$ cat src/include/pfm_pkg.sv
// Constants shared by the program flash modify sequencer and its write buffer.
package pfm_pkg;
  // Serial word framing on the programming link
  localparam int          PFM_CMD_BITS    = 4;
  localparam logic [4:0]  PFM_LAST_BIT    = 5'd19;
  localparam logic [4:0]  PFM_START_CLK   = 5'd3;   // Index of the 4th clock of a word
  localparam logic [4:0]  PFM_OUT_FIRST   = 5'd12;  // First clock that drives shifted-out data
  // Four-bit commands
  localparam logic [3:0]  PFM_CMD_CORE    = 4'h0;
  localparam logic [3:0]  PFM_CMD_SHOUT   = 4'h2;
  localparam logic [3:0]  PFM_CMD_TW_INC  = 4'hd;
  localparam logic [3:0]  PFM_CMD_TW_GO   = 4'hf;
  // Core instruction fields
  localparam logic [7:0]  PFM_OP_MOVLW    = 8'h0e;
  localparam logic [7:0]  PFM_OP_MOVWF    = 8'h6e;
  localparam logic [7:0]  PFM_OP_MOVF_W   = 8'h50;
  localparam logic [3:0]  PFM_OP_BSF      = 4'h8;
  localparam logic [3:0]  PFM_OP_BCF      = 4'h9;
  localparam logic [7:0]  PFM_F_PTR_UP    = 8'hf8;
  localparam logic [7:0]  PFM_F_PTR_HI    = 8'hf7;
  localparam logic [7:0]  PFM_F_PTR_LO    = 8'hf6;
  localparam logic [7:0]  PFM_F_LATCH     = 8'hf5;
  localparam logic [7:0]  PFM_F_NVM_CTRL  = 8'ha6;
  // Memory control bit positions
  localparam int          PFM_PMEM_SEL    = 7;
  localparam int          PFM_CFG_SEL     = 6;
  localparam int          PFM_ROW_ERASE   = 4;
  localparam int          PFM_WRITE_ARM   = 2;
  localparam int          PFM_WRITE_START = 1;
  // Pointer and buffer
  localparam int          PFM_PTR_W       = 22;
  localparam logic [21:0] PFM_PTR_STEP    = 22'd2;
  localparam int          PFM_WBUF_BYTES  = 16;
  localparam logic [15:0] PFM_BUF_RESET   = 16'hffff;
  // Register bus map and reset values
  localparam logic [3:0]  PFM_REG_CTRL    = 4'h0;
  localparam logic [3:0]  PFM_REG_STATUS  = 4'h4;
  localparam logic [3:0]  PFM_REG_POINTER = 4'h8;
  localparam logic [3:0]  PFM_REG_LATCH   = 4'hc;
  localparam int          PFM_CTRL_LINK   = 0;
  localparam logic        PFM_LINK_RESET  = 1'b0;
  localparam int          PFM_ST_PROG     = 8;
  localparam int          PFM_ST_ERASE    = 9;
  localparam int          PFM_ST_PEND     = 10;
endpackage : pfm_pkg

$ cat src/include/pfm_buf_if.sv
// Write buffer port between the sequencer and its storage.
interface pfm_buf_if #(parameter int IDX_W = 3) ();
  logic             wr_en;
  logic [IDX_W-1:0] wr_idx;
  logic [15:0]      wr_data;
  logic [IDX_W-1:0] rd_idx;
  logic [15:0]      rd_data;
  modport ctrl  (output wr_en, output wr_idx, output wr_data, output rd_idx, input rd_data);
  modport store (input wr_en, input wr_idx, input wr_data, input rd_idx, output rd_data);
endinterface : pfm_buf_if

$ cat src/pfm_write_buffer.sv
// Flip-flop write buffer holding byte pairs for one programming cycle.
module pfm_write_buffer
  import pfm_pkg::*;
#(
  parameter int IDX_W = 3
) (
  input  wire logic clk_i,
  input  wire logic reset_i,
  input  wire logic ce_i,
  pfm_buf_if.store  bus
);
  localparam int WORDS = 1 << IDX_W;

  logic [15:0] mem_reg [WORDS];

  // Storage; reset to the erased pattern so words not written since reset program nothing
  always_ff @(posedge clk_i) begin
    if (reset_i) begin
      for (int i = 0; i < WORDS; i++) begin
        mem_reg[i] <= PFM_BUF_RESET;
      end
    end else if (ce_i && bus.wr_en) begin
      mem_reg[bus.wr_idx] <= bus.wr_data;
    end
  end

  // Registered read port for the array
  always_ff @(posedge clk_i) begin
    if (reset_i) begin
      bus.rd_data <= PFM_BUF_RESET;
    end else if (ce_i) begin
      bus.rd_data <= mem_reg[bus.rd_idx];
    end
  end
endmodule : pfm_write_buffer

$ cat src/pfm_sequencer.sv
// Serial programming link sequencer for row erase and write buffer programming.
// Contract
// Programmer reads a whole erase block, edits its copy, erases, then rewrites. The bench reads nothing back and rewrites with random data.
// A write-start without the write-arm bit already set does not proceed.
// Programmer loads the 22-bit pointer via three literal-and-move instruction pairs.
// Row erase begins on the 4th clock of the second word after write-start.
// Programmer polls write-start through the latch until it reads clear.
// Each byte pair lands at the buffer position chosen by the pointer.
// Table write with post-increment stores the pair, then advances pointer by two.
// Programmer uses post-increment writes for all but the final pair.
// Table write and start stores the final pair and arms programming.
// Programmer follows start with a zero NOP, clock high then low.
// Programmer repeats load and program per buffer until the block is rewritten. The bench stops after two buffers.
// Programming runs while the link clock stays high and ends when it falls.
// Programmer keeps the link clock low for discharge after each sequence.
// Pointer addresses the same buffer region at start as during loading.
// Programmer selects program memory and deselects configuration space first.
// Programmer clears write-arm after the final block is rewritten.
//
// Our own choices: register access over Wishbone and the address map.
module pfm_sequencer
  import pfm_pkg::*;
#(
  parameter int WBUF_BYTES = PFM_WBUF_BYTES,
  parameter int IDX_W      = $clog2(WBUF_BYTES / 2)
) (
  input  wire logic                 clk_i,
  input  wire logic                 reset_i,
  input  wire logic                 ce_i,
  // Programming link pins
  input  wire logic                 prog_clk_i,
  input  wire logic                 prog_data_i,
  output logic                      prog_data_o,
  output logic                      prog_data_oe_o,
  // Flash array side
  output logic                      flash_erase_o,
  output logic                      flash_program_o,
  output logic [PFM_PTR_W-1:0]      flash_addr_o,
  input  wire logic                 flash_done_i,
  input  wire logic [IDX_W-1:0]     flash_word_idx_i,
  output logic [15:0]               flash_word_o,
  // Classic Wishbone slave
  input  wire logic                 wb_cyc_i,
  input  wire logic                 wb_stb_i,
  input  wire logic                 wb_we_i,
  input  wire logic [3:0]           wb_adr_i,
  input  wire logic [3:0]           wb_sel_i,
  input  wire logic [31:0]          wb_dat_i,
  output logic [31:0]               wb_dat_o,
  output logic                      wb_ack_o
);
  logic                 clk_meta_reg, clk_sync_reg, clk_prev_reg;
  logic                 dat_meta_reg, dat_sync_reg;
  logic                 link_en_reg;
  logic [4:0]           bit_cnt_reg;
  logic [3:0]           cmd_reg;
  logic [15:0]          shift_reg;
  logic [7:0]           w_reg, latch_reg, nvm_control_reg;
  logic [PFM_PTR_W-1:0] table_pointer_reg;
  logic [1:0]           erase_wait_reg;
  logic                 erase_busy_reg, prog_pending_reg;
  logic                 link_rise, link_fall, word_end, core_exec, nvm_bit_op, wr_set, erase_slot;
  logic [15:0]          payload;
  logic [7:0]           op_hi, op_lo;

  pfm_buf_if #(.IDX_W(IDX_W)) buf_bus ();

  pfm_write_buffer #(.IDX_W(IDX_W)) u_buffer (
    .clk_i   (clk_i),
    .reset_i (reset_i),
    .ce_i    (ce_i),
    .bus     (buf_bus.store)
  );

  // Two-stage synchronisers; the link clock is just another pin here
  always_ff @(posedge clk_i) begin
    if (reset_i) begin
      clk_meta_reg <= 1'b0;
      clk_sync_reg <= 1'b0;
      clk_prev_reg <= 1'b0;
      dat_meta_reg <= 1'b0;
      dat_sync_reg <= 1'b0;
    end else if (ce_i) begin
      clk_meta_reg <= prog_clk_i;
      clk_sync_reg <= clk_meta_reg;
      clk_prev_reg <= clk_sync_reg;
      dat_meta_reg <= prog_data_i;
      dat_sync_reg <= dat_meta_reg;
    end
  end

  // Edge and instruction decode
  assign link_rise  = ce_i && link_en_reg && clk_sync_reg && !clk_prev_reg;
  assign link_fall  = ce_i && link_en_reg && !clk_sync_reg && clk_prev_reg;
  assign word_end   = link_fall && (bit_cnt_reg == PFM_LAST_BIT);
  assign payload    = {dat_sync_reg, shift_reg[15:1]};  // LSB arrives first
  assign op_hi      = payload[15:8];
  assign op_lo      = payload[7:0];
  assign core_exec  = word_end && (cmd_reg == PFM_CMD_CORE);
  assign nvm_bit_op = core_exec && (op_lo == PFM_F_NVM_CTRL) && !op_hi[0];
  assign wr_set     = nvm_bit_op && (op_hi[7:4] == PFM_OP_BSF) && (op_hi[3:1] == 3'(PFM_WRITE_START));
  assign erase_slot = link_fall && (bit_cnt_reg == PFM_START_CLK) && (erase_wait_reg == 2'd2);

  // Bit framing: four command bits then sixteen payload bits, sampled on the falling edge
  always_ff @(posedge clk_i) begin
    if (reset_i || (ce_i && !link_en_reg)) begin
      bit_cnt_reg <= 5'd0;
      cmd_reg     <= 4'h0;
      shift_reg   <= 16'h0000;
    end else if (link_fall) begin
      bit_cnt_reg <= (bit_cnt_reg == PFM_LAST_BIT) ? 5'd0 : bit_cnt_reg + 5'd1;
      if (bit_cnt_reg < 5'(PFM_CMD_BITS)) begin
        cmd_reg <= {dat_sync_reg, cmd_reg[3:1]};
      end else begin
        shift_reg <= payload;
      end
    end
  end

  // Working register and latch
  always_ff @(posedge clk_i) begin
    if (reset_i) begin
      w_reg     <= 8'h00;
      latch_reg <= 8'h00;
    end else if (core_exec) begin
      if (op_hi == PFM_OP_MOVLW) begin
        w_reg <= op_lo;
      end else if (op_hi == PFM_OP_MOVF_W && op_lo == PFM_F_NVM_CTRL) begin
        w_reg <= nvm_control_reg;
      end
      if (op_hi == PFM_OP_MOVWF && op_lo == PFM_F_LATCH) begin
        latch_reg <= w_reg;
      end
    end
  end

  // Table pointer: byte loads and post-increment
  always_ff @(posedge clk_i) begin
    if (reset_i) begin
      table_pointer_reg <= '0;
    end else if (core_exec && op_hi == PFM_OP_MOVWF) begin
      case (op_lo)
        PFM_F_PTR_UP: table_pointer_reg[21:16] <= w_reg[5:0];
        PFM_F_PTR_HI: table_pointer_reg[15:8]  <= w_reg;
        PFM_F_PTR_LO: table_pointer_reg[7:0]   <= w_reg;
        default:      table_pointer_reg        <= table_pointer_reg;
      endcase
    end else if (word_end && cmd_reg == PFM_CMD_TW_INC) begin
      table_pointer_reg <= table_pointer_reg + PFM_PTR_STEP;
    end
  end

  // Memory control; a completion or a refused start clears write-start, a set wins
  always_ff @(posedge clk_i) begin
    if (reset_i) begin
      nvm_control_reg <= 8'h00;
    end else if (ce_i) begin
      if (core_exec && op_hi == PFM_OP_MOVWF && op_lo == PFM_F_NVM_CTRL) begin
        nvm_control_reg <= w_reg;
      end else if (nvm_bit_op && op_hi[7:4] == PFM_OP_BSF) begin
        nvm_control_reg[op_hi[3:1]] <= 1'b1;
      end else if (nvm_bit_op && op_hi[7:4] == PFM_OP_BCF) begin
        nvm_control_reg[op_hi[3:1]] <= 1'b0;
      end else if ((erase_busy_reg && flash_done_i) ||
                   (erase_slot && !(nvm_control_reg[PFM_WRITE_ARM] && nvm_control_reg[PFM_ROW_ERASE]))) begin
        nvm_control_reg[PFM_WRITE_START] <= 1'b0;
      end
    end
  end

  // Erase slot: one whole word after the write-start, then the 4th clock of the next
  always_ff @(posedge clk_i) begin
    if (reset_i) begin
      erase_wait_reg <= 2'd0;
      flash_erase_o  <= 1'b0;
      erase_busy_reg <= 1'b0;
    end else if (ce_i) begin
      flash_erase_o <= 1'b0;
      if (wr_set) begin
        erase_wait_reg <= 2'd1;
      end else if (word_end && erase_wait_reg == 2'd1) begin
        erase_wait_reg <= 2'd2;
      end else if (erase_slot) begin
        erase_wait_reg <= 2'd0;
        // Arm must already be set, otherwise the start is dropped
        if (nvm_control_reg[PFM_WRITE_ARM] && nvm_control_reg[PFM_ROW_ERASE]) begin
          flash_erase_o  <= 1'b1;
          erase_busy_reg <= 1'b1;
        end
      end
      if (erase_busy_reg && flash_done_i && !erase_slot) begin
        erase_busy_reg <= 1'b0;
      end
    end
  end

  // Programming window: armed by table-write-and-start, held by the link clock
  always_ff @(posedge clk_i) begin
    if (reset_i) begin
      prog_pending_reg <= 1'b0;
      flash_program_o  <= 1'b0;
    end else if (ce_i) begin
      if (word_end && cmd_reg == PFM_CMD_TW_GO) begin
        prog_pending_reg <= 1'b1;
      end else if (link_rise && bit_cnt_reg == PFM_START_CLK && prog_pending_reg) begin
        flash_program_o <= 1'b1;
      end else if (link_fall && flash_program_o) begin
        flash_program_o  <= 1'b0;
        prog_pending_reg <= 1'b0;
      end
    end
  end

  // Array address follows the pointer; no timing of its own since the host times it
  always_ff @(posedge clk_i) begin
    if (reset_i) begin
      flash_addr_o <= '0;
    end else if (ce_i) begin
      flash_addr_o <= table_pointer_reg;
    end
  end

  // Buffer writes indexed by pointer bits above the byte select
  assign buf_bus.wr_en   = word_end && (cmd_reg == PFM_CMD_TW_INC || cmd_reg == PFM_CMD_TW_GO);
  assign buf_bus.wr_idx  = table_pointer_reg[IDX_W:1];
  assign buf_bus.wr_data = payload;
  assign buf_bus.rd_idx  = flash_word_idx_i;
  assign flash_word_o    = buf_bus.rd_data;

  // Latch shift-out: driven on rising edges so the host samples on falling
  always_ff @(posedge clk_i) begin
    if (reset_i || (ce_i && !link_en_reg)) begin
      prog_data_o    <= 1'b0;
      prog_data_oe_o <= 1'b0;
    end else if (word_end) begin
      prog_data_oe_o <= 1'b0;
    end else if (link_rise && cmd_reg == PFM_CMD_SHOUT && bit_cnt_reg >= PFM_OUT_FIRST) begin
      prog_data_oe_o <= 1'b1;
      prog_data_o    <= latch_reg[3'(bit_cnt_reg - PFM_OUT_FIRST)];
    end
  end

  // Wishbone: one wait state, ack drops the cycle after it is given
  always_ff @(posedge clk_i) begin
    if (reset_i) begin
      wb_ack_o    <= 1'b0;
      wb_dat_o    <= 32'h0000_0000;
      link_en_reg <= PFM_LINK_RESET;
    end else if (ce_i) begin
      wb_ack_o <= wb_cyc_i && wb_stb_i && !wb_ack_o;
      if (wb_cyc_i && wb_stb_i && !wb_ack_o) begin
        if (wb_we_i && wb_adr_i == PFM_REG_CTRL && wb_sel_i[0]) begin
          link_en_reg <= wb_dat_i[PFM_CTRL_LINK];
        end
        case (wb_adr_i)
          PFM_REG_CTRL:    wb_dat_o <= {31'h0, link_en_reg};
          PFM_REG_STATUS:  wb_dat_o <= {21'h0, prog_pending_reg, erase_busy_reg, flash_program_o, nvm_control_reg};
          PFM_REG_POINTER: wb_dat_o <= {10'h0, table_pointer_reg};
          PFM_REG_LATCH:   wb_dat_o <= {16'h0, w_reg, latch_reg};
          default:         wb_dat_o <= 32'h0000_0000;  // Unmapped reads as zero
        endcase
      end
    end
  end
endmodule : pfm_sequencer

$ cat config.mk
export PLATFORM = sky130hd
export DESIGN_NAME = pfm_sequencer
export DESIGN_NICKNAME = d
export VERILOG_FILES = /design/src/include/pfm_pkg.sv /design/src/include/pfm_buf_if.sv /design/src/pfm_write_buffer.sv /design/src/pfm_sequencer.sv
export SDC_FILE = /design/constraint.sdc
export NUM_CORES = 1
export LEC_CHECK = 0
export ABC_AREA = 0
export BUFFER_PORTS_ARGS = -buffer_cell sky130_fd_sc_hd__buf_2
export CORE_UTILIZATION = 55
export CTS_BUF_LIST = sky130_fd_sc_hd__clkbuf_4
export DETAILED_ROUTE_END_ITERATION = 16
export HOLD_SLACK_MARGIN = 0.06
export PLACE_DENSITY = 0.78
export SLEW_MARGIN = 20
export SYNTH_ARGS = -nofsm -noshare
export SYNTH_HDL_FRONTEND = slang
export SYNTH_SLANG_ARGS = --single-unit
$ cat constraint.sdc
create_clock -name clk_i -period 3.02 [get_ports clk_i]
set_clock_uncertainty 0.1 [all_clocks]
set_input_delay 0.151 -clock clk_i [delete_from_list [all_inputs] [get_ports clk_i]]
set_output_delay 0.151 -clock clk_i [all_outputs]
set_load 0.01 [all_outputs]
Word-level counts from Yosys, hierarchy flattened
Memory sizes are Yosys's and may differ from the RTL's. A register that Yosys moved wholly into a read port is not among the register bits.
Cells that the tools add are included.
{"block": "classes", "n_addsub": 3, "mux": 43, "n_bitwise": 6, "mul": 0, "n_div": 0, "magnitude_cmp": 5, "eq_ne": 27, "n_shift": 0, "n_reduce_logical": 77}
{"op": "$pmux 22 s4", "n": 1}
{"op": "$mux 8", "n": 6}
{"op": "$mux 22", "n": 2}
{"op": "$eq 8x8->1 const B", "n": 5}
{"op": "$logic_and 1x1->1", "n": 38}
{"op": "$eq 4x4->1 const B", "n": 6}
{"op": "$mux 1", "n": 24}
{"op": "$reduce_and 2->1", "n": 12}
{"op": "$add 22x2->22 const B", "n": 1}
{"op": "$eq 8x7->1 const B", "n": 2}
{"op": "$mux 16", "n": 1}
{"op": "$reduce_or 16->1", "n": 1}
{"op": "$mux 6", "n": 2}
{"op": "$reduce_bool 2->1", "n": 6}
{"op": "$ne 2x1->1 const B", "n": 5}
{"op": "$reduce_and 3->1", "n": 3}
{"op": "$and 8x8->8", "n": 1}
{"op": "$eq 8x4->1 const B", "n": 1}
{"op": "$logic_not 4->1", "n": 2}
{"op": "$lt 3x4->1 const B", "n": 2}
{"op": "$not 8->8", "n": 1}
{"op": "$or 8x8->8", "n": 1}
{"op": "$logic_not 1->1", "n": 7}
{"op": "$mux 2", "n": 3}
{"op": "other kinds (23)", "n": 28}
{"block": "totals", "mem_count": 1, "in_bits": 52, "romBits": 0, "latchBits": 0, "elab_cells": 188, "ram_bits": 128, "register_bits": 140}
{"memory": "u_buffer.mem_reg", "depth": 8, "width": 16, "rd": 1, "rd_ports_with_merged_regs": 1, "wr": 8, "line": "pfm_write_buffer.sv:14", "source": "logic [15:0] mem_reg [WORDS];"}

Logic depth before layout (Yosys ltp)
Gate-level depths: netlist (run 1).
{"block": "depth", "ltp_word": 11, "depth_mapped": 9, "ltp_nobuf": 6}

By module
From an unflattened synthesis (run 1), not the netlist that was laid out.
{"block": "hier_totals", "hier_cells": 1170, "hier_area_um2": 12538.3}
{"mod": "pfm_write_buffer", "seq_area_each_um2": 4164.0, "cells_per_inst": 434, "n_inst": 1, "area_per_inst_um2": 6352.3}
{"mod": "pfm_sequencer", "seq_area_each_um2": 2582.5, "cells_per_inst": 736, "n_inst": 1, "area_per_inst_um2": 6185.9}

Worst setup path after synthesis (run 1)
OpenSTA, ideal clock, no wires.
{"block": "synth_timing", "kind": "register -> register", "from": "register bit_cnt_reg[0]", "to": "memory u_buffer.mem_reg[4][0] (enable)", "arrival_time_ps": 2395, "setup_time_ps": 334, "path_stages_with_launch": 10, "required_time_ps": 2586, "n_path_buf": 3, "path_slack_ps": 191, "cell_sequence": "dfxtp_1 ha_1 buf_2 and4bb_2 nand2_1 or4_1 buf_6 nor3b_4 buf_4 or2_2"}
{"element": "start, declared", "line": "pfm_sequencer.sv:55", "source": "logic [4:0] bit_cnt_reg;"}
{"element": "start signal, assigned", "line": "pfm_sequencer.sv:111", "source": "bit_cnt_reg <= (bit_cnt_reg == PFM_LAST_BIT) ? 5'd0 : bit_cnt_reg + 5'd1;"}
{"element": "end, declared", "line": "pfm_write_buffer.sv:14"}

Worst setup path after layout (run 1)
{"block": "layout_timing", "from": "register wb_ack_o", "to": "register wb_dat_o[12]"}
{"block": "layout_via", "elab_chain_len": 3}
{"element": "start, declared", "line": "pfm_sequencer.sv:50", "source": "output logic wb_ack_o"}
{"element": "start signal, assigned", "line": "pfm_sequencer.sv:250", "source": "wb_ack_o <= wb_cyc_i && wb_stb_i && !wb_ack_o;"}
{"element": "$logic_not 1->1", "line": "pfm_sequencer.sv:251", "source": "if (wb_cyc_i && wb_stb_i && !wb_ack_o) begin"}
{"element": "$logic_and 1x1->1", "line": "pfm_sequencer.sv:251"}
{"element": "$reduce_and 2->1 (no line)"}
{"element": "end signal, assigned", "line": "pfm_sequencer.sv:256", "source": "PFM_REG_CTRL: wb_dat_o <= {31'h0, link_en_reg};"}
{"element": "end signal, assigned", "line": "pfm_sequencer.sv:257", "source": "PFM_REG_STATUS: wb_dat_o <= {21'h0, prog_pending_reg, erase_busy_reg, flash_program_o, nvm_control_reg};"}
{"element": "end signal, assigned", "line": "pfm_sequencer.sv:258", "source": "PFM_REG_POINTER: wb_dat_o <= {10'h0, table_pointer_reg};"}
{"element": "end, declared", "line": "pfm_sequencer.sv:49", "source": "output logic [31:0] wb_dat_o,"}
No other way between the ends.
A chain may end at the register's enable or synchronous reset.

==> results of run 1 <==
layer usage:
| layer | vias up | GRT usage [%] |
|---|---|---|
| met1 | 4777 | 33.04 |
| li1 | 4589 | - |
| met5 | - | 0 |
| met2 | 407 | 46.07 |
| met3 | 96 | 5.296 |
| met4 | 0 | 13.58 |
cells in the final DEF, fill, tap and decap left out, types with 4 or more instances in the layout:
| cell type | n |
|---|---|
| nand2_1 | 63 |
| conb_1 | 10 |
| buf_4 | 46 |
| dfxtp_1 | 145 |
| nor2b_1 | 5 |
| clkinv_1 | 6 |
| o2111ai_1 | 6 |
| nand2b_1 | 52 |
| and3_1 | 6 |
| mux2i_1 | 68 |
| a22oi_1 | 24 |
| and4_1 | 4 |
| edfxtp_1 | 128 |
| nor3_1 | 15 |
| diode_2 | 4 |
| a22o_1 | 10 |
| or2b_1 | 8 |
| mux2_2 | 17 |
| nand4_1 | 13 |
| nor3b_1 | 4 |
| o21ai_0 | 35 |
| or3_1 | 15 |
| inv_1 | 13 |
| nand4b_1 | 5 |
| a31oi_1 | 6 |
| dlygate4sd3_1 | 23 |
| nor2_1 | 120 |
| a32oi_1 | 6 |
| a21oi_1 | 80 |
| clkbuf_4 | 115 |
| mux4_2 | 35 |
| a21o_1 | 17 |
| nand3_1 | 31 |
| or2_2 | 80 |
| o211ai_1 | 7 |
| buf_2 | 81 |
cell type report:
type	instances	area, µm²	area share [%]
Sequential cell	273	6746	45.73
Multi-Input combinational cell	801	5609	38.02
Tap cell	313	391.6	2.654
Clock buffer	115	863.3	5.851
Timing Repair Buffer	152	1021	6.920
Inverter	13	48.80	0.3307
Clock inverter	9	63.81	0.4325
Antenna cell	4	10.01	0.06784
what timing repair did:
action	CTS	global route
endpoints found under the hold margin	49	0
setup buffers	0	0
hold buffers	23	0
gates resized for setup	0	0
setup endpoints to repair	0	0
worst paths after layout:
| check | from | end | slack, ps | cells after the start |
|---|---|---|---|---|
| max | wb_ack_o$_SDFFE_PP0P_ | wb_dat_o[12]$_SDFFE_PP0P_ | 130 | 7 |
| min | flash_word_idx_i[1] | u_buffer.bus.rd_data[0]$_SDFFE_PP1P_ | 110 | 4 |
| max reg2reg | wb_ack_o$_SDFFE_PP0P_ | wb_dat_o[12]$_SDFFE_PP0P_ | 130 | 7 |
| min reg2reg | flash_addr_o[16]$_SDFFE_PP0P_ | flash_addr_o[16]$_SDFFE_PP0P_ | 390 | 2 |
cell families after synthesis:
kind of cell / Yosys count / share of synthesized area (%)
XOR/XNOR: 3 / 0.2048
other: 1 / 0.02923
multiplexers: 120 / 12.94
AO/OA/AOI/OAI: 212 / 10.49
adder cells (fa/ha/maj): 2 / 0.1950
buffers and inverters: 121 / 4.076
AND/OR/NAND/NOR: 454 / 19.48
flip-flops: 273 / 52.58
metrics by stage:
step / setup WS (ps) / util [%] / instances / area [µm²] / total power, mW
floorplan: 190.9 / - / 1195 / 12860 / 4.335
global placement: 314.9 / 59.59 / 1529 / 13570 / 4.434
detailed placement: 236.1 / 59.62 / 1529 / 13580 / 4.447
CTS: 203.8 / 64.70 / 1676 / 14740 / 7.704
global route: 33.26 / 64.77 / 1680 / 14750 / 7.937
finish: 130.7 / 64.77 / 1680 / 14750 / 7.662
power by group through the flow:
stage	clock [mW]	sequential, mW	combinational [mW]
2_1_floorplan	0	4.08	0.256
3_3_place_gp	0	4.08	0.356
3_5_place_dp	0	4.08	0.362
4_1_cts	3.32	4.00	0.380
5_1_grt	3.51	4.01	0.412
6_report	3.28	4.00	0.380
worst min-delay path, stage by stage:
cell and delay, ps:
buf_2 280, mux2i_1 180, a21oi_1 120, or2_2 110
==> results.sh, run 1 <==
export IMPL_status="finished, final reports clean"
export IMPL_p_sw_mw=1.727
export IMPL_clock_root_buffer="clkbuf_4"
export IMPL_dr_wl_met3_mm=2.175
export IMPL_fin_crit_sh_pct=95.67
export IMPL_met1_length_mm=12.83
export IMPL_num_fill_cells=1749
export IMPL_synthTopCellsByArea="edfxtp_1, dfxtp_1, mux4_2"
export IMPL_p_leak_nw=5.284
export IMPL_crit_type="reg2reg"
export IMPL_p_int_mw=5.934
export IMPL_synthArstFlopShare_pct=0
export IMPL_die_w_um=154.7
export IMPL_path_max_fanout=6
export IMPL_cp_start_kind="flop"
export IMPL_htreeDepth=3
export IMPL_final_hold_viol_count=0
export IMPL_hold_class="in2reg"
export IMPL_yosysMostFrequentCell="dfxtp_1"
export IMPL_slew_headroom_pct=26.36
export IMPL_netlist_instances=1186
export IMPL_gp_congestion=0.9450
export IMPL_avgSynthCellArea_um2=10.82
export IMPL_vias=9869
export IMPL_drt_iter0_markers=730
export IMPL_maxSlewViolCount=0
export IMPL_p_clk_share_pct=42.8
export IMPL_ys_seq_area_share_pct=52.58
export IMPL_grt_util_all_layers_pct=27.13
export IMPL_ant_nets=0
export IMPL_overflow=0
export IMPL_comb_power_share_pct=5.0
export IMPL_portBuffers=82
export IMPL_syn2layout_area_growth_pct=14.99
export IMPL_synth_seq_cells=273
export IMPL_synthTopCellsByCount="dfxtp_1, edfxtp_1, nor2_1"
export IMPL_grt_pass1_vias=9558
export IMPL_antenna_found_initial=1
export IMPL_largest_reg_flops=128
export IMPL_rsz0062_at_grt="false"
export IMPL_ys_warn_count=0
export IMPL_syn_area_um2=12830
export IMPL_wl_per_cell_um=19.09
export IMPL_synth_edf_count=128
export IMPL_yosys_area_top_type_share_pct=29.96
export IMPL_nets=1365
export IMPL_pwr_density_cell_nw_per_um2=519.3
export IMPL_dpl_hpwl_mm=20.91
export IMPL_required_ps=3510
export IMPL_irDropWorstVdd_v=0.0002452
export IMPL_floorplan_initialDensity_pct=56.33
export IMPL_grt_max_degree=69
export IMPL_vias_per_cell=5.874
export IMPL_max_stage_delay_ps=680
export IMPL_worst_pin_slew_ps=1100
export IMPL_met2_length_mm=15.93
export IMPL_highest_layer="met4"
export IMPL_die_height_um=154.7
export IMPL_synthFlopType="dfxtp_1"
export IMPL_swShare_pct=22.55
export IMPL_timing_critical_path_buf_inv=2
export IMPL_routed_wl_mm=32.07
export IMPL_cts_buffer_depth=3
export IMPL_synth_cell_types=70
export IMPL_fmax_mhz=346.1
export IMPL_drc_errors=0
export IMPL_worst_hold_slack_ps=107.1
export IMPL_first_pass_iters=6
export IMPL_clock_sinks=273
export IMPL_drive_gt1_share_pct=29.20
export IMPL_cts_tree="yes"
export IMPL_slowest_stage="dlygate4sd3_1"
export IMPL_yosysTopAreaCell="edfxtp_1"
export IMPL_fin_setup_tns_ps=0
export IMPL_cp_top_family="buffers and inverters"
export IMPL_cts_made_buffers=70
export IMPL_cp_arrival_ps=3380
export IMPL_coreArea_um2=22780
export IMPL_crit_chain="nand4b_1 -> or4b_2 -> dlygate4sd3_1 -> nor2_1 -> a21oi_1 -> dlygate4sd3_1 -> nor2_1"
export IMPL_clk_pin_slew_ps=70
export IMPL_fin_crit_ps=2889
export IMPL_p_seq_share_pct=52.3
export IMPL_die_area_um2=23940
export IMPL_worstSetupEndpointType="flop"
export IMPL_max_cap_viol_count=0
export IMPL_io_pins=127
export IMPL_rows=55
export IMPL_grt_pass1_wl_mm=50.83
export IMPL_clk_latency_ps=650
export IMPL_setup_viol=0
(Power assumes the default switching activity.)
==> run 2: changes to the inputs <==
PLACE_DENSITY = 0.75   (was 0.78)
clock period = 3.2 ns   (was 3.02 ns; I/O delays follow)
==> run 2 against run 1 <==
  * Maximum frequency shrank 1.5%
  * Die area is the same
  * Sequential power is 5.5% lower
  * Critical path depth up 1
  * Hold slack better by 11 ps
  * Utilization fell by 0.40 points
  * Cell count down 0.48%
  * Global-route usage down 0.62 points
  * Wire length fell by 3.1%
  * Flip-flop and latch count did not move
  * Clock power decreased by 5%
  * Largest cell class unchanged
==> results.sh, run 2 (same netlist as run 1, synthesis figures left out) <==
export IMPL_portBuffers=82
export IMPL_multiInputGateArea_um2=5595
export IMPL_cp_start_kind="flop"
export IMPL_utilization_pct=64.38
export IMPL_grt_pass1_vias=9570
export IMPL_gp_congestion=0.9592
export IMPL_setup_viol=0
export IMPL_r2r_start="wb_ack_o$_SDFFE_PP0P_"
export IMPL_pwr_density_cell_nw_per_um2=494.1
export IMPL_antenna_found_initial=1
export IMPL_vias_per_cell=5.786
export IMPL_overflow=0
export IMPL_dpl_hpwl_mm=20.65
export IMPL_htreeDepth=3
export IMPL_syn2layout_area_growth_pct=14.29
export IMPL_io_pins=127
export IMPL_path_max_fanout=6
export IMPL_r2r_cells=8
export IMPL_drive_gt1_share_pct=29.09
export IMPL_rsz0062_at_grt="false"
export IMPL_clk_latency_ps=680
export IMPL_p_leak_nw=5.261
export IMPL_clock_sinks=273
export IMPL_grt_util_all_layers_pct=26.51
export IMPL_cp_startpoint="wb_ack_o$_SDFFE_PP0P_"
export IMPL_whs_path_depth=4
export IMPL_seq_area_um2=6746
export IMPL_post_cts_buffers=0
export IMPL_drt_iter0_markers=689
export IMPL_vias=9674
export IMPL_irDropWorstVdd_v=0.0003557
export IMPL_wl_per_cell_um=18.58
export IMPL_largest_reg_flops=128
export IMPL_die_w_um=154.7
export IMPL_cts_tree="yes"
export IMPL_max_cap_viol_count=0
export IMPL_fmax_mhz=340.8
export IMPL_cp_arrival_ps=3420
export IMPL_nets=1359
export IMPL_slew_headroom_pct=27.53
export IMPL_drc_errors=0
export IMPL_reg2reg_slack_ps=270
export IMPL_clk_pin_slew_ps=60
export IMPL_fin_setup_tns_ps=0
export IMPL_routed_wl_mm=31.07
export IMPL_grt_max_degree=102
export IMPL_r2r_end="wb_dat_o[14]$_SDFFE_PP0P_"
export IMPL_min_to="u_buffer.bus.rd_data[9]$_SDFFE_PP1P_"
export IMPL_maxSlewViolCount=0
export IMPL_cts_made_buffers=74
export IMPL_die_height_um=154.7
export IMPL_worstHoldStart="flash_word_idx_i[1]"
export IMPL_cts_buffer_depth=3
export IMPL_crit_type="reg2reg"
export IMPL_final_hold_viol_count=0
export IMPL_fin_crit_ps=2934
export IMPL_clock_root_buffer="clkbuf_4"
export IMPL_ant_nets=0
export IMPL_final_cell_mix="dfxtp_1, edfxtp_1, nor2_1"
export IMPL_fin_crit_sh_pct=91.69
export IMPL_floorplan_initialDensity_pct=56.33
export IMPL_p_total_mw=7.245
export IMPL_hold_class="in2reg"
export IMPL_rows=55
export IMPL_die_area_um2=23940
export IMPL_num_fill_cells=1827
export IMPL_coreArea_um2=22780
export IMPL_grt_pass1_wl_mm=49.91
export IMPL_layout_commonest_cell="dfxtp_1"
export IMPL_worstSetupEndpointType="flop"
export IMPL_first_pass_iters=5
export IMPL_worst_pin_slew_ps=1087
export IMPL_required_ps=3690
export IMPL_status="finished, final reports clean"
run 2: cell types whose count changed in the layout (fill, tap and decap cells not counted):
| cell | change |
|---|---|
| clkbuf_4 | +3 |
| buf_12 | -1 |
| clkinv_4 | +1 |
| dlygate4sd3_1 | -4 |
| a41oi_1 | +1 |
| a41oi_2 | -1 |
| a31oi_2 | -1 |
| clkinv_2 | +1 |
| buf_4 | -6 |
| inv_2 | +2 |
| a31oi_1 | +1 |
| clkinvlp_4 | -1 |
| diode_2 | -3 |
run 2: metal layers:
metal	part of all wire [%]	track usage [%]
met5	0	0
met3	6.5	5.464
met4	3.5	12.64
met1	40	32.61
met2	50	44.71
run 2: final cells by class:
type	instances	share of cell area [%]
antenna	1	0.01706
inverter	13	0.3328
clock buffer	117	5.990
tap	313	2.671
clock inverter	12	0.5290
multi-input combinational	801	38.16
sequential	273	46.01
timing repair buffer	142	6.297
run 2: where the power goes:
group / internal, mW / switching, mW / leakage [nW]
registers: 3.75 / 0.0348 / 2.46
logic: 0.153 / 0.192 / 2.22
clock network: 1.73 / 1.39 / 0.583
run 2: timing repair:
item,in CTS,in global routing
gates resized for setup,0,0
hold buffers,19,0
endpoints found under the hold margin,53,0
run 2: worst max path at each step:
stage                                       endpoint  slack, ps
3_5_place_dp    u_buffer.mem_reg[2][3]$_SDFFCE_PN1P_        340
2_1_floorplan   u_buffer.mem_reg[4][0]$_SDFFCE_PN1P_        370
3_3_place_gp    u_buffer.mem_reg[2][2]$_SDFFCE_PN1P_        380
4_1_cts        u_buffer.mem_reg[2][10]$_SDFFCE_PN1P_        300
5_1_grt        u_buffer.mem_reg[2][10]$_SDFFCE_PN1P_        180
6_report                   wb_dat_o[14]$_SDFFE_PP0P_        270
run 2: per-stage QoR:
stage	setup WS, ps	hold WS, ps	cell area [µm²]	std cells
5_1_grt	179.7	117.1	14660	1672
2_1_floorplan	370.9	203.9	12860	1195
3_5_place_dp	340.1	303.4	13510	1522
4_1_cts	304.8	70.04	14650	1670
6_report	265.8	118.5	14660	1672
3_3_place_gp	384.6	295.9	13510	1522
run 2: worst max-delay path, stage by stage, from the launching register on:
cell	delay [ps]
dfxtp_1	330
nand4b_1	170
buf_4	170
or4b_2	730
nor2_1	140
dlygate4sd3_1	560
a21oi_1	40
dlygate4sd3_1	560
nor2_1	80
==> run 3: changes to the inputs <==
CORE_MARGIN = 4   (was not set)
clock period = 2.8 ns   (was 3.2 ns; I/O delays follow)
==> run 3 against run 2 <==
  * Critical path depth shrank 2
  * Sequential power rose by 14%
  * Maximum frequency up 11%
  * Clock power grew 17%
  * Worst setup slack worse by 110 ps
  * Global-route usage fell by 2.4 points
  * Design area is 1.4% higher
  * Sequential share of layout area down 0.62 points
  * Clock-buffer cell count decreased by 9
  * First-iteration DRC count increased by 5.2%
  * Total power is 16% higher
  * Critical path type unchanged
==> results.sh, run 3 (same netlist as run 1, synthesis figures left out) <==
export IMPL_status="finished, final reports clean"
export IMPL_fin_setup_tns_ps=0
export IMPL_fin_crit_ps=2647
export IMPL_grt_busiest_layer="met2"
export IMPL_required_ps=3310
export IMPL_grt_max_degree=90
export IMPL_rows=55
export IMPL_place_ws_ps=225.5
export IMPL_cts_made_buffers=72
export IMPL_antenna_found_initial=1
export IMPL_comb_power_share_pct=4.8
export IMPL_worstHoldStart="prog_clk_i"
export IMPL_grt_util_met2_pct=42.42
export IMPL_gr_usage_met1_pct=29.78
export IMPL_crit_top_cell="dlygate4sd3_1"
export IMPL_hold_class="in2reg"
export IMPL_worstSetupEndpointType="flop"
export IMPL_max_cap_viol_count=0
export IMPL_htreeDepth=3
export IMPL_p_sw_mw=1.875
export IMPL_path_max_fanout=16
export IMPL_p_seq_share_pct=51.6
export IMPL_ant_nets=0
export IMPL_cp_top_family="buffers and inverters"
export IMPL_max_stage_delay_ps=950
export IMPL_slowest_stage="dlygate4sd3_1"
export IMPL_overflow=0
export IMPL_cts_buffer_depth=3
export IMPL_portBuffers=82
export IMPL_whs_path_depth=4
export IMPL_p_int_mw=6.501
export IMPL_grt_pass1_vias=9507
export IMPL_grt_pass1_wl_mm=50.50
export IMPL_setup_viol=0
export IMPL_clock_sinks=273
export IMPL_crit_type="reg2reg"
export IMPL_r2r_cells=6
export IMPL_r2r_start="wb_ack_o$_SDFFE_PP0P_"
export IMPL_largest_reg_flops=128
export IMPL_routed_wl_mm=31.61
export IMPL_die_height_um=160.7
export IMPL_drive_gt1_share_pct=29.97
export IMPL_drt_iter0_markers=725
export IMPL_clock_root_buffer="clkbuf_4"
export IMPL_swShare_pct=22.38
export IMPL_layout_commonest_cell="dfxtp_1"
export IMPL_slew_headroom_pct=37.56
export IMPL_die_area_um2=25840
export IMPL_gr_usage_met3_pct=4.131
export IMPL_pwr_density_cell_nw_per_um2=563.5
export IMPL_nets=1380
export IMPL_gp_congestion=0.8773
export IMPL_dpl_hpwl_mm=21.56
export IMPL_crit_chain="nand4b_1 -> buf_4 -> dlygate4sd3_1 -> a22oi_1 -> dlygate4sd3_1 -> nor2_1"
export IMPL_clk_latency_ps=670
export IMPL_final_cell_mix="dfxtp_1, edfxtp_1, nor2_1"
export IMPL_coreArea_um2=22780
export IMPL_final_hold_viol_count=0
export IMPL_fmax_mhz=377.8
export IMPL_p_clk_share_pct=43.6
export IMPL_grt_util_all_layers_pct=24.10
export IMPL_irDropWorstVdd_v=0.0003364
export IMPL_floorplan_initialDensity_pct=56.33
export IMPL_syn2layout_area_growth_pct=15.86
export IMPL_cts_tree="yes"
export IMPL_timing_critical_path_buf_inv=3
export IMPL_clk_pin_slew_ps=70
export IMPL_fin_crit_sh_pct=94.54
export IMPL_maxSlewViolCount=0
export IMPL_cp_start_kind="flop"
export IMPL_p_leak_nw=5.368
export IMPL_rsz0062_at_grt="false"
export IMPL_vias=9714
export IMPL_p_total_mw=8.376
export IMPL_wl_per_cell_um=18.67
export IMPL_reg2reg_slack_ps=150
export IMPL_worst_slack_ps=152.9
export IMPL_r2r_end="wb_dat_o[7]$_SDFFE_PP0P_"
export IMPL_post_cts_buffers=0
export IMPL_worst_hold_slack_ps=178.8
export IMPL_drc_errors=0
export IMPL_vias_per_cell=5.738
export IMPL_first_pass_iters=5
export IMPL_cp_arrival_ps=3160
export IMPL_io_pins=127
export IMPL_die_w_um=160.7
export IMPL_worst_pin_slew_ps=936.5
export IMPL_min_to="clk_meta_reg$_SDFFE_PP0P_"
run 3: cell count changes in the layout (fill, tap and decap cells not counted):
cell and delta:
diode_2 +1, or2_4 +3, buf_12 +1, clkinv_1 +5
inv_2 -2, clkbuf_4 -10, dlygate4sd3_1 -2, nand2_1 -1
nand2_2 +1, buf_4 +25, clkinv_2 +1, bufinv_16 +2
or2_2 -3
run 3: area by class of cell:
cell class	instances	area, µm²
inverter	13	48.80
fill	1744	7913
clock buffer	108	810.8
sequential	273	6746
multi-input combinational	801	5605
clock inverter	18	153.9
timing repair buffer	165	1104
tap	313	391.6
antenna	2	5.005
run 3: power groups by stage:
| stage | Combinational, mW | Clock (mW) | Sequential (mW) |
|---|---|---|---|
| final | 0.405 | 3.65 | 4.32 |
| after global routing | 0.437 | 3.92 | 4.33 |
| after CTS | 0.408 | 3.72 | 4.32 |
| after detailed placement | 0.392 | 0 | 4.41 |
| after global placement | 0.384 | 0 | 4.40 |
| after floorplan | 0.278 | 0 | 4.40 |
run 3: worst reg2reg max path, cell delays in order, from the launching register on:
cell and delay, ps:
dfxtp_1 370, nand4b_1 140, buf_4 190, dlygate4sd3_1 950, a22oi_1 170, dlygate4sd3_1 590, nor2_1 80
run 3: worst max-delay path by stage:
stage,to,start,cells after the start
5_1_grt,wb_dat_o[7]$_SDFFE_PP0P_,wb_ack_o$_SDFFE_PP0P_,6
2_1_floorplan,u_buffer.mem_reg[4][0]$_SDFFCE_PN1P_,bit_cnt_reg[0]$_SDFFE_PP0P_,9
3_5_place_dp,u_buffer.mem_reg[1][13]$_SDFFCE_PN1P_,bit_cnt_reg[0]$_SDFFE_PP0P_,8
4_1_cts,wb_dat_o[14]$_SDFFE_PP0P_,wb_ack_o$_SDFFE_PP0P_,7
3_3_place_gp,u_buffer.mem_reg[4][15]$_SDFFCE_PN1P_,bit_cnt_reg[0]$_SDFFE_PP0P_,8
6_report,wb_dat_o[7]$_SDFFE_PP0P_,wb_ack_o$_SDFFE_PP0P_,6
run 3: metal layers:
metal | vias up | share of wire (%)
met2 | 334 | 51
met3 | 80 | 5.2
met4 | 0 | 3.0
met1 | 4683 | 40
li1 | 4617 | -
met5 | - | 0
run 3: stage by stage:
stage / instances / utilization (%) / area [µm²]
floorplan: 1195 / - / 12870
global placement: 1548 / 60.25 / 13720
detailed placement: 1548 / 60.25 / 13720
CTS: 1692 / 65.27 / 14870
global route: 1693 / 65.26 / 14870
finish: 1693 / 65.26 / 14870
run 3: repair_timing:
item / CTS / global route
gates resized for setup: 0 / 1
endpoints found under the hold margin: 44 / 0
setup endpoints to repair: 0 / 3
hold buffers: 18 / 0
